--- src/hw/ocmp_pkg.sv ---
// constants and types for the output compare unit
`default_nettype none

package ocmp_pkg;

  // ---------------------------------------------------------------
  // register byte offsets
  // ---------------------------------------------------------------
  localparam logic [4:0] OFF_CTRL = 5'h00;
  localparam logic [4:0] OFF_PRI  = 5'h04;
  localparam logic [4:0] OFF_SEC  = 5'h08;
  localparam logic [4:0] OFF_STAT = 5'h0c;
  localparam logic [4:0] OFF_MASK = 5'h10;

  // ---------------------------------------------------------------
  // control field positions and reset values
  // ---------------------------------------------------------------
  localparam int BIT_ON   = 15;
  localparam int BIT_IDLE = 13;
  localparam int BIT_WIDE = 5;
  localparam int BIT_FLT  = 4;
  localparam int BIT_TSEL = 3;
  localparam int MODE_LSB = 0;
  localparam logic [31:0] CTRL_WMASK = 32'h0000_a02f;
  localparam logic [31:0] CTRL_RMASK = 32'h0000_a03f;
  localparam logic [31:0] CTRL_RST   = 32'h0000_0000;
  localparam logic [31:0] VAL_RST    = 32'h0000_0000;

  // ---------------------------------------------------------------
  // mode codes
  // ---------------------------------------------------------------
  localparam logic [2:0] MODE_OFF      = 3'h0;
  localparam logic [2:0] MODE_SET_HI   = 3'h1;
  localparam logic [2:0] MODE_SET_LO   = 3'h2;
  localparam logic [2:0] MODE_TOGGLE   = 3'h3;
  localparam logic [2:0] MODE_ONE_SHOT = 3'h4;
  localparam logic [2:0] MODE_TRAIN    = 3'h5;
  localparam logic [2:0] MODE_PWM      = 3'h6;
  localparam logic [2:0] MODE_PWM_FLT  = 3'h7;

  // ---------------------------------------------------------------
  // interrupt status layout
  // ---------------------------------------------------------------
  localparam int IRQ_CMP = 0;
  localparam int IRQ_FLT = 1;
  localparam int IRQ_W   = 2;
  localparam logic [IRQ_W-1:0] IRQ_RST = 2'h0;

  // control fields as they travel inside the block
  typedef struct packed {
    logic       on;
    logic       idle_stop;
    logic       wide;
    logic       tsel;
    logic [2:0] mode;
  } ctrl_t;

  // pulse sequencer for single and continuous pulse modes
  typedef enum logic [1:0] {PS_WAIT, PS_HIGH, PS_DONE} pulse_st_t;

endpackage

`default_nettype wire

--- src/hw/output_compare_pwm_unit.sv ---
// output compare / pwm unit with an avalon-mm register slave
//
// The implementer's own choices: the placing of the registers and the Avalon-MM slave port.
`timescale 1ns/1ps
`default_nettype none

module output_compare_pwm_unit
  import ocmp_pkg::*;
(
  input  wire logic        sys_clk,
  input  wire logic        rst_b,
  input  wire logic [4:0]  avs_address,
  input  wire logic        avs_read,
  input  wire logic        avs_write,
  input  wire logic [31:0] avs_writedata,
  input  wire logic [3:0]  avs_byteenable,
  output logic [31:0]      avs_readdata,
  output logic             avs_waitrequest,
  input  wire logic [31:0] timer_a_count,
  input  wire logic [31:0] timer_b_count,
  input  wire logic        cpu_idle,
  input  wire logic        fault_in_b,
  output logic             compare_output_pin,
  output logic             irq
);

  // ---------------------------------------------------------------
  // helper functions
  // ---------------------------------------------------------------

  // byte lane merge for partial writes
  function automatic logic [31:0] be_merge(input logic [31:0] old_v,
                                           input logic [31:0] new_v,
                                           input logic [3:0]  be);
    logic [31:0] r;
    r = old_v;
    for (int i = 0; i < 4; i++) begin
      if (be[i]) begin
        r[i*8 +: 8] = new_v[i*8 +: 8];
      end
    end
    return r;
  endfunction

  // control word as software sees it
  function automatic logic [31:0] ctrl_pack(input ctrl_t c,
                                            input logic  flt);
    logic [31:0] w;
    w = 32'h0000_0000;
    w[BIT_ON]   = c.on;
    w[BIT_IDLE] = c.idle_stop;
    w[BIT_WIDE] = c.wide;
    w[BIT_FLT]  = flt && (c.mode == MODE_PWM_FLT);
    w[BIT_TSEL] = c.tsel;
    w[MODE_LSB +: 3] = c.mode;
    return w;
  endfunction

  // written word back into fields
  function automatic ctrl_t ctrl_unpack(input logic [31:0] w);
    ctrl_t c;
    c.on        = w[BIT_ON];
    c.idle_stop = w[BIT_IDLE];
    c.wide      = w[BIT_WIDE];
    c.tsel      = w[BIT_TSEL];
    c.mode      = w[MODE_LSB +: 3];
    return c;
  endfunction

  // pin level a mode starts from
  function automatic logic init_level(input logic [2:0] mode,
                                      input logic       cur);
    case (mode)
      MODE_SET_LO: init_level = 1'b1;
      MODE_TOGGLE: init_level = cur;
      default:     init_level = 1'b0;
    endcase
  endfunction

  // ---------------------------------------------------------------
  // state
  // ---------------------------------------------------------------
  ctrl_t            ctrl_q;
  logic [31:0]      pri_q;
  logic [31:0]      sec_q;
  logic [IRQ_W-1:0] stat_q;
  logic [IRQ_W-1:0] mask_q;
  logic             wait_q;
  logic [31:0]      rdata_q;
  logic             flt_s1_q;
  logic             flt_s2_q;
  logic             pin_q;
  logic             flag_q;
  logic             irq_q;
  logic [3:0]       key_q;
  pulse_st_t        ps_q;

  logic             pri_hit;
  logic             sec_hit;
  logic             wr_en;
  logic             susp;
  logic             active;
  logic             init;
  logic             fault_act;
  logic             flt_set;
  logic [IRQ_W-1:0] ev;
  logic [IRQ_W-1:0] w1c;
  logic [31:0]      ctrl_wr;

  // ---------------------------------------------------------------
  // compare engine
  // ---------------------------------------------------------------

  count_comparator u_cmp (
    .sys_clk (sys_clk),
    .rst_b   (rst_b),
    .count_a (timer_a_count),
    .count_b (timer_b_count),
    .cfg     (ctrl_q),
    .pri_val (pri_q),
    .sec_val (sec_q),
    .pri_hit (pri_hit),
    .sec_hit (sec_hit)
  );

  // ---------------------------------------------------------------
  // register bus slave
  // ---------------------------------------------------------------

  // accepting edge: request present and waitrequest already low
  assign wr_en = avs_write && !wait_q;

  // waitrequest drops for one cycle, one cycle after a request shows up
  always_ff @(posedge sys_clk) begin
    if (!rst_b) begin
      wait_q <= 1'b1;
    end else if ((avs_read || avs_write) && wait_q) begin
      wait_q <= 1'b0;
    end else begin
      wait_q <= 1'b1;
    end
  end

  // read data captured as waitrequest falls; unmapped reads give zero
  always_ff @(posedge sys_clk) begin
    if (!rst_b) begin
      rdata_q <= 32'h0000_0000;
    end else if (avs_read && wait_q) begin
      case (avs_address)
        OFF_CTRL: rdata_q <= ctrl_pack(ctrl_q, flag_q) & CTRL_RMASK;
        OFF_PRI:  rdata_q <= pri_q;
        OFF_SEC:  rdata_q <= sec_q;
        OFF_STAT: rdata_q <= {30'h0000_0000, stat_q};
        OFF_MASK: rdata_q <= {30'h0000_0000, mask_q};
        default:  rdata_q <= 32'h0000_0000;
      endcase
    end
  end

  // merged control word; the flag lane is masked out of the write
  assign ctrl_wr = be_merge(ctrl_pack(ctrl_q, 1'b0), avs_writedata,
                            avs_byteenable) & CTRL_WMASK;

  // control register
  always_ff @(posedge sys_clk) begin
    if (!rst_b) begin
      ctrl_q <= ctrl_unpack(CTRL_RST);
    end else if (wr_en && avs_address == OFF_CTRL) begin
      ctrl_q <= ctrl_unpack(ctrl_wr);
    end
  end

  // compare value registers
  always_ff @(posedge sys_clk) begin
    if (!rst_b) begin
      pri_q <= VAL_RST;
      sec_q <= VAL_RST;
    end else if (wr_en) begin
      if (avs_address == OFF_PRI) begin
        pri_q <= be_merge(pri_q, avs_writedata, avs_byteenable);
      end
      if (avs_address == OFF_SEC) begin
        sec_q <= be_merge(sec_q, avs_writedata, avs_byteenable);
      end
    end
  end

  // ---------------------------------------------------------------
  // fault input and operating conditions
  // ---------------------------------------------------------------

  // fault pin is asynchronous, two flops before use
  always_ff @(posedge sys_clk) begin
    if (!rst_b) begin
      flt_s1_q <= 1'b1;
      flt_s2_q <= 1'b1;
    end else begin
      flt_s1_q <= fault_in_b;
      flt_s2_q <= flt_s1_q;
    end
  end

  assign fault_act = !flt_s2_q;

  assign susp   = ctrl_q.idle_stop && cpu_idle;
  assign active = ctrl_q.on && !susp && (ctrl_q.mode != MODE_OFF);

  // a change of enable or mode restarts the pin from the mode's level
  assign init = ctrl_q.on && ({ctrl_q.on, ctrl_q.mode} != key_q);

  always_ff @(posedge sys_clk) begin
    if (!rst_b) begin
      key_q <= 4'h0;
    end else begin
      key_q <= {ctrl_q.on, ctrl_q.mode};
    end
  end

  // ---------------------------------------------------------------
  // pwm fault flag
  // ---------------------------------------------------------------

  assign flt_set = ctrl_q.on && (ctrl_q.mode == MODE_PWM_FLT) && !susp && fault_act;

  // set wins; hardware clears it on a secondary match once the fault has gone,
  // or when the mode leaves 111; the bus has no path to it
  always_ff @(posedge sys_clk) begin
    if (!rst_b) begin
      flag_q <= 1'b0;
    end else if (flt_set) begin
      flag_q <= 1'b1;
    end else if (ctrl_q.mode != MODE_PWM_FLT) begin
      flag_q <= 1'b0;
    end else if (active && sec_hit && !fault_act) begin
      flag_q <= 1'b0;
    end
  end

  // ---------------------------------------------------------------
  // pulse sequencer
  // ---------------------------------------------------------------

  always_ff @(posedge sys_clk) begin
    if (!rst_b) begin
      ps_q <= PS_WAIT;
    end else if (!ctrl_q.on || init) begin
      ps_q <= PS_WAIT;
    end else if (!susp) begin
      case (ps_q)
        PS_WAIT: begin
          if (pri_hit) begin
            ps_q <= PS_HIGH;
          end
        end
        PS_HIGH: begin
          if (sec_hit) begin
            ps_q <= (ctrl_q.mode == MODE_ONE_SHOT) ? PS_DONE : PS_WAIT;
          end
        end
        PS_DONE: ps_q <= PS_DONE;
        default: ps_q <= PS_WAIT;
      endcase
    end
  end

  // ---------------------------------------------------------------
  // output pin
  // ---------------------------------------------------------------

  // priority: off, restart, idle hold, fault, then mode behaviour
  always_ff @(posedge sys_clk) begin
    if (!rst_b) begin
      pin_q <= 1'b0;
    end else if (!ctrl_q.on || ctrl_q.mode == MODE_OFF) begin
      pin_q <= 1'b0;
    end else if (init) begin
      pin_q <= init_level(ctrl_q.mode, pin_q);
    end else if (susp) begin
      pin_q <= pin_q;
    end else if (ctrl_q.mode == MODE_PWM_FLT && (flag_q || fault_act)) begin
      pin_q <= 1'b0;
    end else begin
      case (ctrl_q.mode)
        MODE_SET_HI: begin
          if (pri_hit) begin
            pin_q <= 1'b1;
          end
        end
        MODE_SET_LO: begin
          if (pri_hit) begin
            pin_q <= 1'b0;
          end
        end
        MODE_TOGGLE: begin
          if (pri_hit) begin
            pin_q <= !pin_q;
          end
        end
        MODE_ONE_SHOT, MODE_TRAIN: begin
          if (ps_q == PS_WAIT && pri_hit) begin
            pin_q <= 1'b1;
          end else if (ps_q == PS_HIGH && sec_hit) begin
            pin_q <= 1'b0;
          end
        end
        default: begin
          if (pri_hit) begin
            pin_q <= 1'b1;
          end else if (sec_hit) begin
            pin_q <= 1'b0;
          end
        end
      endcase
    end
  end

  // ---------------------------------------------------------------
  // interrupts
  // ---------------------------------------------------------------

  assign ev[IRQ_CMP] = active && pri_hit;
  assign ev[IRQ_FLT] = flt_set && !flag_q;
  assign w1c = (wr_en && avs_address == OFF_STAT && avs_byteenable[0]) ?
               avs_writedata[IRQ_W-1:0] : IRQ_RST;

  // sticky status, write one to clear; a new event beats the clear
  always_ff @(posedge sys_clk) begin
    if (!rst_b) begin
      stat_q <= IRQ_RST;
    end else begin
      stat_q <= (stat_q & ~w1c) | ev;
    end
  end

  // mask register
  always_ff @(posedge sys_clk) begin
    if (!rst_b) begin
      mask_q <= IRQ_RST;
    end else if (wr_en && avs_address == OFF_MASK && avs_byteenable[0]) begin
      mask_q <= avs_writedata[IRQ_W-1:0];
    end
  end

  // level interrupt, one cycle behind the status it reflects
  always_ff @(posedge sys_clk) begin
    if (!rst_b) begin
      irq_q <= 1'b0;
    end else begin
      irq_q <= |(stat_q & mask_q);
    end
  end

  assign avs_readdata       = rdata_q;
  assign avs_waitrequest    = wait_q;
  assign compare_output_pin = pin_q;
  assign irq                = irq_q;
endmodule

`default_nettype wire

--- src/hw/count_comparator.sv ---
// equality detectors for the primary and secondary compare values
`timescale 1ns/1ps
`default_nettype none

module count_comparator
  import ocmp_pkg::*;
(
  input  wire logic        sys_clk,
  input  wire logic        rst_b,
  input  wire logic [31:0] count_a,
  input  wire logic [31:0] count_b,
  input  wire ctrl_t       cfg,
  input  wire logic [31:0] pri_val,
  input  wire logic [31:0] sec_val,
  output logic             pri_hit,
  output logic             sec_hit
);

  // narrow compares ignore the upper half of both operands
  function automatic logic [31:0] fit(input logic [31:0] v,
                                      input logic        wide);
    return wide ? v : {16'h0000, v[15:0]};
  endfunction

  logic [31:0] sel_count;
  logic [1:0]  eq;
  logic [1:0]  eq_q;
  logic [1:0]  hit_q;
  logic [31:0] ref_val [2];

  assign sel_count  = cfg.tsel ? count_b : count_a;
  assign ref_val[0] = pri_val;
  assign ref_val[1] = sec_val;

  // one detector per compare value; a hit fires once, in the cycle after the first equal cycle,
  // so a stopped timer resting on the value does not retrigger
  for (genvar i = 0; i < 2; i++) begin : g_cmp
    assign eq[i] = fit(sel_count, cfg.wide) == fit(ref_val[i], cfg.wide);
    always_ff @(posedge sys_clk) begin
      if (!rst_b) begin
        eq_q[i]  <= 1'b0;
        hit_q[i] <= 1'b0;
      end else begin
        eq_q[i]  <= eq[i];
        hit_q[i] <= eq[i] && !eq_q[i];
      end
    end
  end

  assign pri_hit = hit_q[0];
  assign sec_hit = hit_q[1];

endmodule

`default_nettype wire

--- config.mk ---
export PLATFORM = sky130hd
export DESIGN_NAME = output_compare_pwm_unit
export DESIGN_NICKNAME = d
export VERILOG_FILES = /design/src/hw/ocmp_pkg.sv /design/src/hw/output_compare_pwm_unit.sv /design/src/hw/count_comparator.sv
export SDC_FILE = /design/constraint.sdc
export NUM_CORES = 1
export LEC_CHECK = 0
export BUFFER_PORTS_ARGS = -buffer_cell sky130_fd_sc_hd__buf_4
export CAP_MARGIN = 5
export CORE_UTILIZATION = 45
export CTS_CLUSTER_DIAMETER = 120
export CTS_CLUSTER_SIZE = 25
export DETAILED_ROUTE_END_ITERATION = 12
export PLACE_DENSITY = 0.72
export SYNTH_ARGS = -nofsm -noshare
export SYNTH_HDL_FRONTEND = slang
export SYNTH_SLANG_ARGS = --single-unit
--- constraint.sdc ---
create_clock -name sys_clk -period 2.7 [get_ports sys_clk]
set_input_delay 0.405 -clock sys_clk [delete_from_list [all_inputs] [get_ports sys_clk]]
set_output_delay 0.405 -clock sys_clk [all_outputs]
set_load 0.05 [all_outputs]
Word-level counts from Yosys, hierarchy flattened
Cells that the tools add are included.
- bits of input ports: 111
- output and inout port bits: 35
- logic and storage cells: 143
- register bits after elaboration: 123
- equality and inequality tests: 24
- muxes and demuxes: 26
- bitwise operators: 6
- reductions and logical operators: 59
- operator list (kind ; number):
    $pmux W32 S5 ; 1
    $mux W32 ; 4
    $eq A32 B32 Y1 ; 2
    $reduce_and A3 Y1 ; 9
    $logic_and A1 B1 Y1 ; 25
    $mux W1 ; 14
    $eq A5 B4 Y1 const B ; 2
    $eq A3 B3 Y1 const B ; 3
    $logic_not A1 Y1 ; 8
    $mux W2 ; 4
    $ne A4 B3 Y1 const B ; 2
    $reduce_or A2 Y1 ; 4
    $reduce_and A7 Y1 ; 1
    $eq A3 B2 Y1 const B ; 2
    $pmux W2 S3 ; 1
    $reduce_bool A3 Y1 ; 2
    $eq A5 B3 Y1 const B ; 1
    $eq A5 B5 Y1 const B ; 1
    $logic_not A5 Y1 ; 1
    $ne A5 B5 Y1 const B ; 1
    $reduce_bool A5 Y1 ; 1
    $and A2 B2 Y2 ; 2
    $logic_or A1 B1 Y1 ; 4
    $ne A2 B1 Y1 const B ; 2
    other kinds (15) ; 18

Logic depth before layout (Yosys ltp)
- word-level depth: 9
- gate-level depth with buffers: 9
- gate-level depth less buffers: 6

Modules after synthesis
Synthesis repeated with hierarchy kept, for this count alone.
- cells, all modules: 704
- area total of the unflattened synthesis: 6341.1 sq um
- by module, submodules not included (module ; sequential area each (sq um) ; instances ; cells an instance ; area an instance (sq um)):
    output_compare_pwm_unit ; 2382.3 ; 1 ; 558 ; 5102.4
    count_comparator ; 80.1 ; 1 ; 146 ; 1238.7

Least setup slack after synthesis
Ideal clock, no wire load.
- path kind: reg2reg
- from: register ctrl_q[3] (netlist bit)
- to: register u_cmp.hit_q[1] (netlist: u_cmp.sec_hit)
- cell stages (with the launch flop): 9
- setup time: 0.073 ns
- period minus slack after synthesis: 2.057 ns
- setup slack: 0.643 ns
- data required time: 2.627 ns
- path buffers: 2
- arrival: 1.984 ns
- cell sequence: dfxtp_1 buf_6 buf_12 mux2i_1 xor2_1 nand4_1 or4_1 a211o_1 nor3_2
- word-level cells in the longest chain between the ends: 4
- RTL lines (element ; line ; source):
    start: declaration ; output_compare_pwm_unit.sv:83 ; ctrl_t ctrl_q;
    start signal: assignment ; output_compare_pwm_unit.sv:167 ; ctrl_q <= ctrl_unpack(CTRL_RST);
    start signal: assignment ; output_compare_pwm_unit.sv:169 ; ctrl_q <= ctrl_unpack(ctrl_wr);
    $mux W32 ; count_comparator.sv:31 ; assign sel_count = cfg.tsel ? count_b : count_a;
    $mux W32 ; count_comparator.sv:22 ; return wide ? v : {16'h0000, v[15:0]};
    $eq A32 B32 Y1 ; count_comparator.sv:38 ; assign eq[i] = fit(sel_count, cfg.wide) == fit(ref_val[i], cfg.wide);
    $logic_and A1 B1 Y1 ; count_comparator.sv:45 ; hit_q[i] <= eq[i] && !eq_q[i];
    end signal: indexed assignment ; count_comparator.sv:45 ;
    end: declaration ; count_comparator.sv:28 ; logic [1:0] hit_q;
Every way passes these cells.
A chain may end at the register's enable or synchronous reset.

Worst setup path after layout
Same ends and word-level chain as after synthesis.

==> run_results.csv <==
group,metric,value,unit
floorplanning,die_y,120,µm
cts,htree_levels,4,
sta,finClkSkew,4.65,ps
power_and_ir_drop,peakVddDrop,346,µV
grt,grt_max_degree,59,
sta,fin_crit,2310,ps
synth,yosysSeqAreaShare,39.2,%
synth,synth.cell_area,6280,µm²
critical_path,critPathLaunchType,"flop",
drt,drc,0,
grt,gr-total-overflow,0,
floorplanning,fp.coreArea,13500,µm²
min_path,hold_start,"fault_in_b",
synth,yosysWarnings,0,
min_path,min_to,"flt_s1_q",
cells_and_area,area.sequential,2460,µm²
critical_path,cp.arrival,2650,ps
synth,synth_top_area_share,39.2,%
min_path,hold_depth,2,
cts,insertion_delay,420,ps
sta,min_period_over_period,85.4,%
grt,track_usage,25.4,%
critical_path,cp_slowest_cell,"or4_1",
floorplanning,placementRows,42,
critical_path,r2r_setup_slack,390,ps
cells_and_area,fin_util,60.2,%
cts,cts_buffers,17,
floorplanning,die-area,14400,µm²
placement,gp_congestion,0.856,
floorplanning,start_util,46.7,%
placement,dp_hpwl,13200,µm
sta,slew_headroom,61.0,%
cts,ctsHoldBuffers,0,
outcome,status,"finished clean",
cells_and_area,fill_cells,1193,
cells_and_area,area_delta_synth_final,28.8,%
critical_path,path_cells,"buf_12 -> mux2i_1 -> xor2_1 -> nand4_1 -> or4_1 -> a211o_1 -> nor3_2",
critical_path,slowest_delay,520,ps
synth,synth_edf_count,0,
sta,slew_viol_final,0,
synth,synth_area_leaders,"dfxtp_1 39%, mux2i_1 16%, nor2b_1 8.2%",
sta,hold_viol,0,
placement,port_buffers,145,
sta,fin_tns_setup,0,ps
cts,cts_tree,"built",
min_path,hp-class,"primary input to flop",
power_and_ir_drop,p_sw_share,21.8,%
drt,num_vias,5401,
cts,cts_setup_buffers,0,
synth,synth.distinct_cells,51,
cts,cts-root-buf,"clkbuf_16",
cts,clk_pin_slew_worst_paths,50,ps
floorplanning,io_pins,146,
cells_and_area,final_layout_size_suffix_gt1_share,24.4,%
power_and_ir_drop,intPower,3.38,mW
grt,grt_pass1_vias,5250,
cells_and_area,multi_input_area,3610,µm²
cts,cts_resized,0,
synth,syn_area_per_cell,9.42,µm²
critical_path,rr_endpoint,"u_cmp.sec_hit",
critical_path,r2r_cells,7,
sta,max_freq,0.434,GHz
synth,syn_inst,667,
cts,clock_sinks,123,
drt,dr.pass1.iters,7,
critical_path,cp.required,3040,ps
power_and_ir_drop,seqPwrFrac,42.3,%
cells_and_area,fin_nets,914,
power_and_ir_drop,pwr-share-comb,7.7,%
synth,postSynth.asyncResetShare,0,%
job,maxCapViolCount,0,
grt,grt_pass1_wl,27900,µm
critical_path,crit_path_max_fanout,22,
sta,setup_viol_count_final,0,
drt,first_iter_violations,413,
drt,via_per_inst,5.46,
critical_path,critPathCaptureType,"flop",
drt,drt-total-wl,18000,µm
critical_path,rr_startpoint,"ctrl_q[3]",
synth,synth_flop_cell,"dfxtp_1",
power_and_ir_drop,p_leak,3.10,nW
drt,antenna_left,0,
sta,tightest_slew,580,ps
cells_and_area,diodes,0,
critical_path,path_class,"flop to flop",
drt,routedWlPerCell,18.2,µm
sta,rsz0062_at_grt,"false",
power_and_ir_drop,p_per_area,534,nW/µm²
cts,ctsLongestPathBuffers,2,
floorplanning,dieWidth,120,µm
synth,synth_top_area_cell,"dfxtp_1",
power_and_ir_drop,switchingPower,941,µW
power_and_ir_drop,clock_power_share,50.0,%
synth,synth-seq-cells,123,
synth,syn_nets,778,
grt,antenna_found_initial,0,
## synthesized netlist by cell type, drive strengths merged (9+ instances only)
master	n
xnor2	29
nor2b	82
xor2	24
o21ai	38
and2	34
nand3	14
mux2i	103
a21oi	12
clkbuf	33
and3	10
nand2	45
a22oi	29
nor4	9
buf	10
dfxtp	123
## worst max-delay path by stage
stage	startpoint	end	depth (start not counted)	slack, ps
3_5_place_dp	ctrl_q[3]	u_cmp.pri_hit	7	430
2_1_floorplan	ctrl_q[3]	u_cmp.sec_hit	8	640
3_3_place_gp	ctrl_q[3]	u_cmp.pri_hit	7	450
5_1_grt	ctrl_q[3]	u_cmp.sec_hit	7	250
4_1_cts	ctrl_q[3]	u_cmp.pri_hit	7	400
6_report	ctrl_q[3]	u_cmp.sec_hit	7	390
## power groups by stage
stage                     combinational (mW)  sequential, mW  clock, mW
after global placement                 0.327            1.86          0
after floorplan                        0.131            1.87          0
after detailed placement               0.330            1.86          0
after global routing                   0.354            1.82       2.27
final                                  0.333            1.82       2.16
after CTS                              0.332            1.82       2.19
## layer usage
metal	wire (µm)	track usage [%]	share of wire (%)
met1	8220	34.2	46
met2	8220	39.2	46
met3	1120	5.28	6.2
met4	422	10.9	2.3
met5	0	0	0
## cells by family after synthesis
kind of cell,count (synthesis),share of synthesized area (%)
buf+inv,47,3.55
compound gates,113,12.3
simple gates,225,20.3
xor+xnor,53,7.39
flops,123,39.2
mux,106,17.3
## layout make-up
type	count	area share [%]
Clock buffer	21	5.69
Clock inverter	9	1.21
Inverter	4	0.186
Multi-Input combinational cell	497	44.6
Sequential cell	123	30.4
Tap cell	176	2.72
Timing Repair Buffer	160	15.2
## stage by stage
stage	area (µm²)	setup WS, ps	power [mW]	hold slack [ps]	std cells
after detailed placement	7530	426	2.19	374	960
after CTS	8090	400	4.35	175	990
after global routing	8090	245	4.45	181	990
final	8090	394	4.32	187	990
after floorplan	6280	643	2.00	367	667
after global placement	7530	455	2.19	375	960
## sequential cells by signal (all words and copies together), names as in the netlist, 2 cells and up
signal,flops
avs_readdata,32
ps_q,2
mask_q,2
ctrl_q,7
stat_q,2
key_q,4
sec_q,32
u_cmp.eq_q,2
pri_q,32
## worst max-delay path, delay by kind of cell (launching register included)
kind            cells  cell delay (ps)
compound gates      1              310
xor+xnor            1              250
buf+inv             1              200
flops               1              360
mux                 1              360
simple gates        3              740
## layout by cell type (no fill, tap or decap), drive strengths merged, types with 9 or more instances in the layout
cell type,netlist,routed
nor4,9,9
nor2b,82,82
and2,34,34
o21ai,38,38
buf,10,160
clkbuf,33,21
a21oi,12,12
nand3,14,14
xor2,24,24
and3,10,10
mux2i,103,103
nand2,45,45
dfxtp,123,123
a22oi,29,29
xnor2,29,29
(Power assumes the default switching activity.)
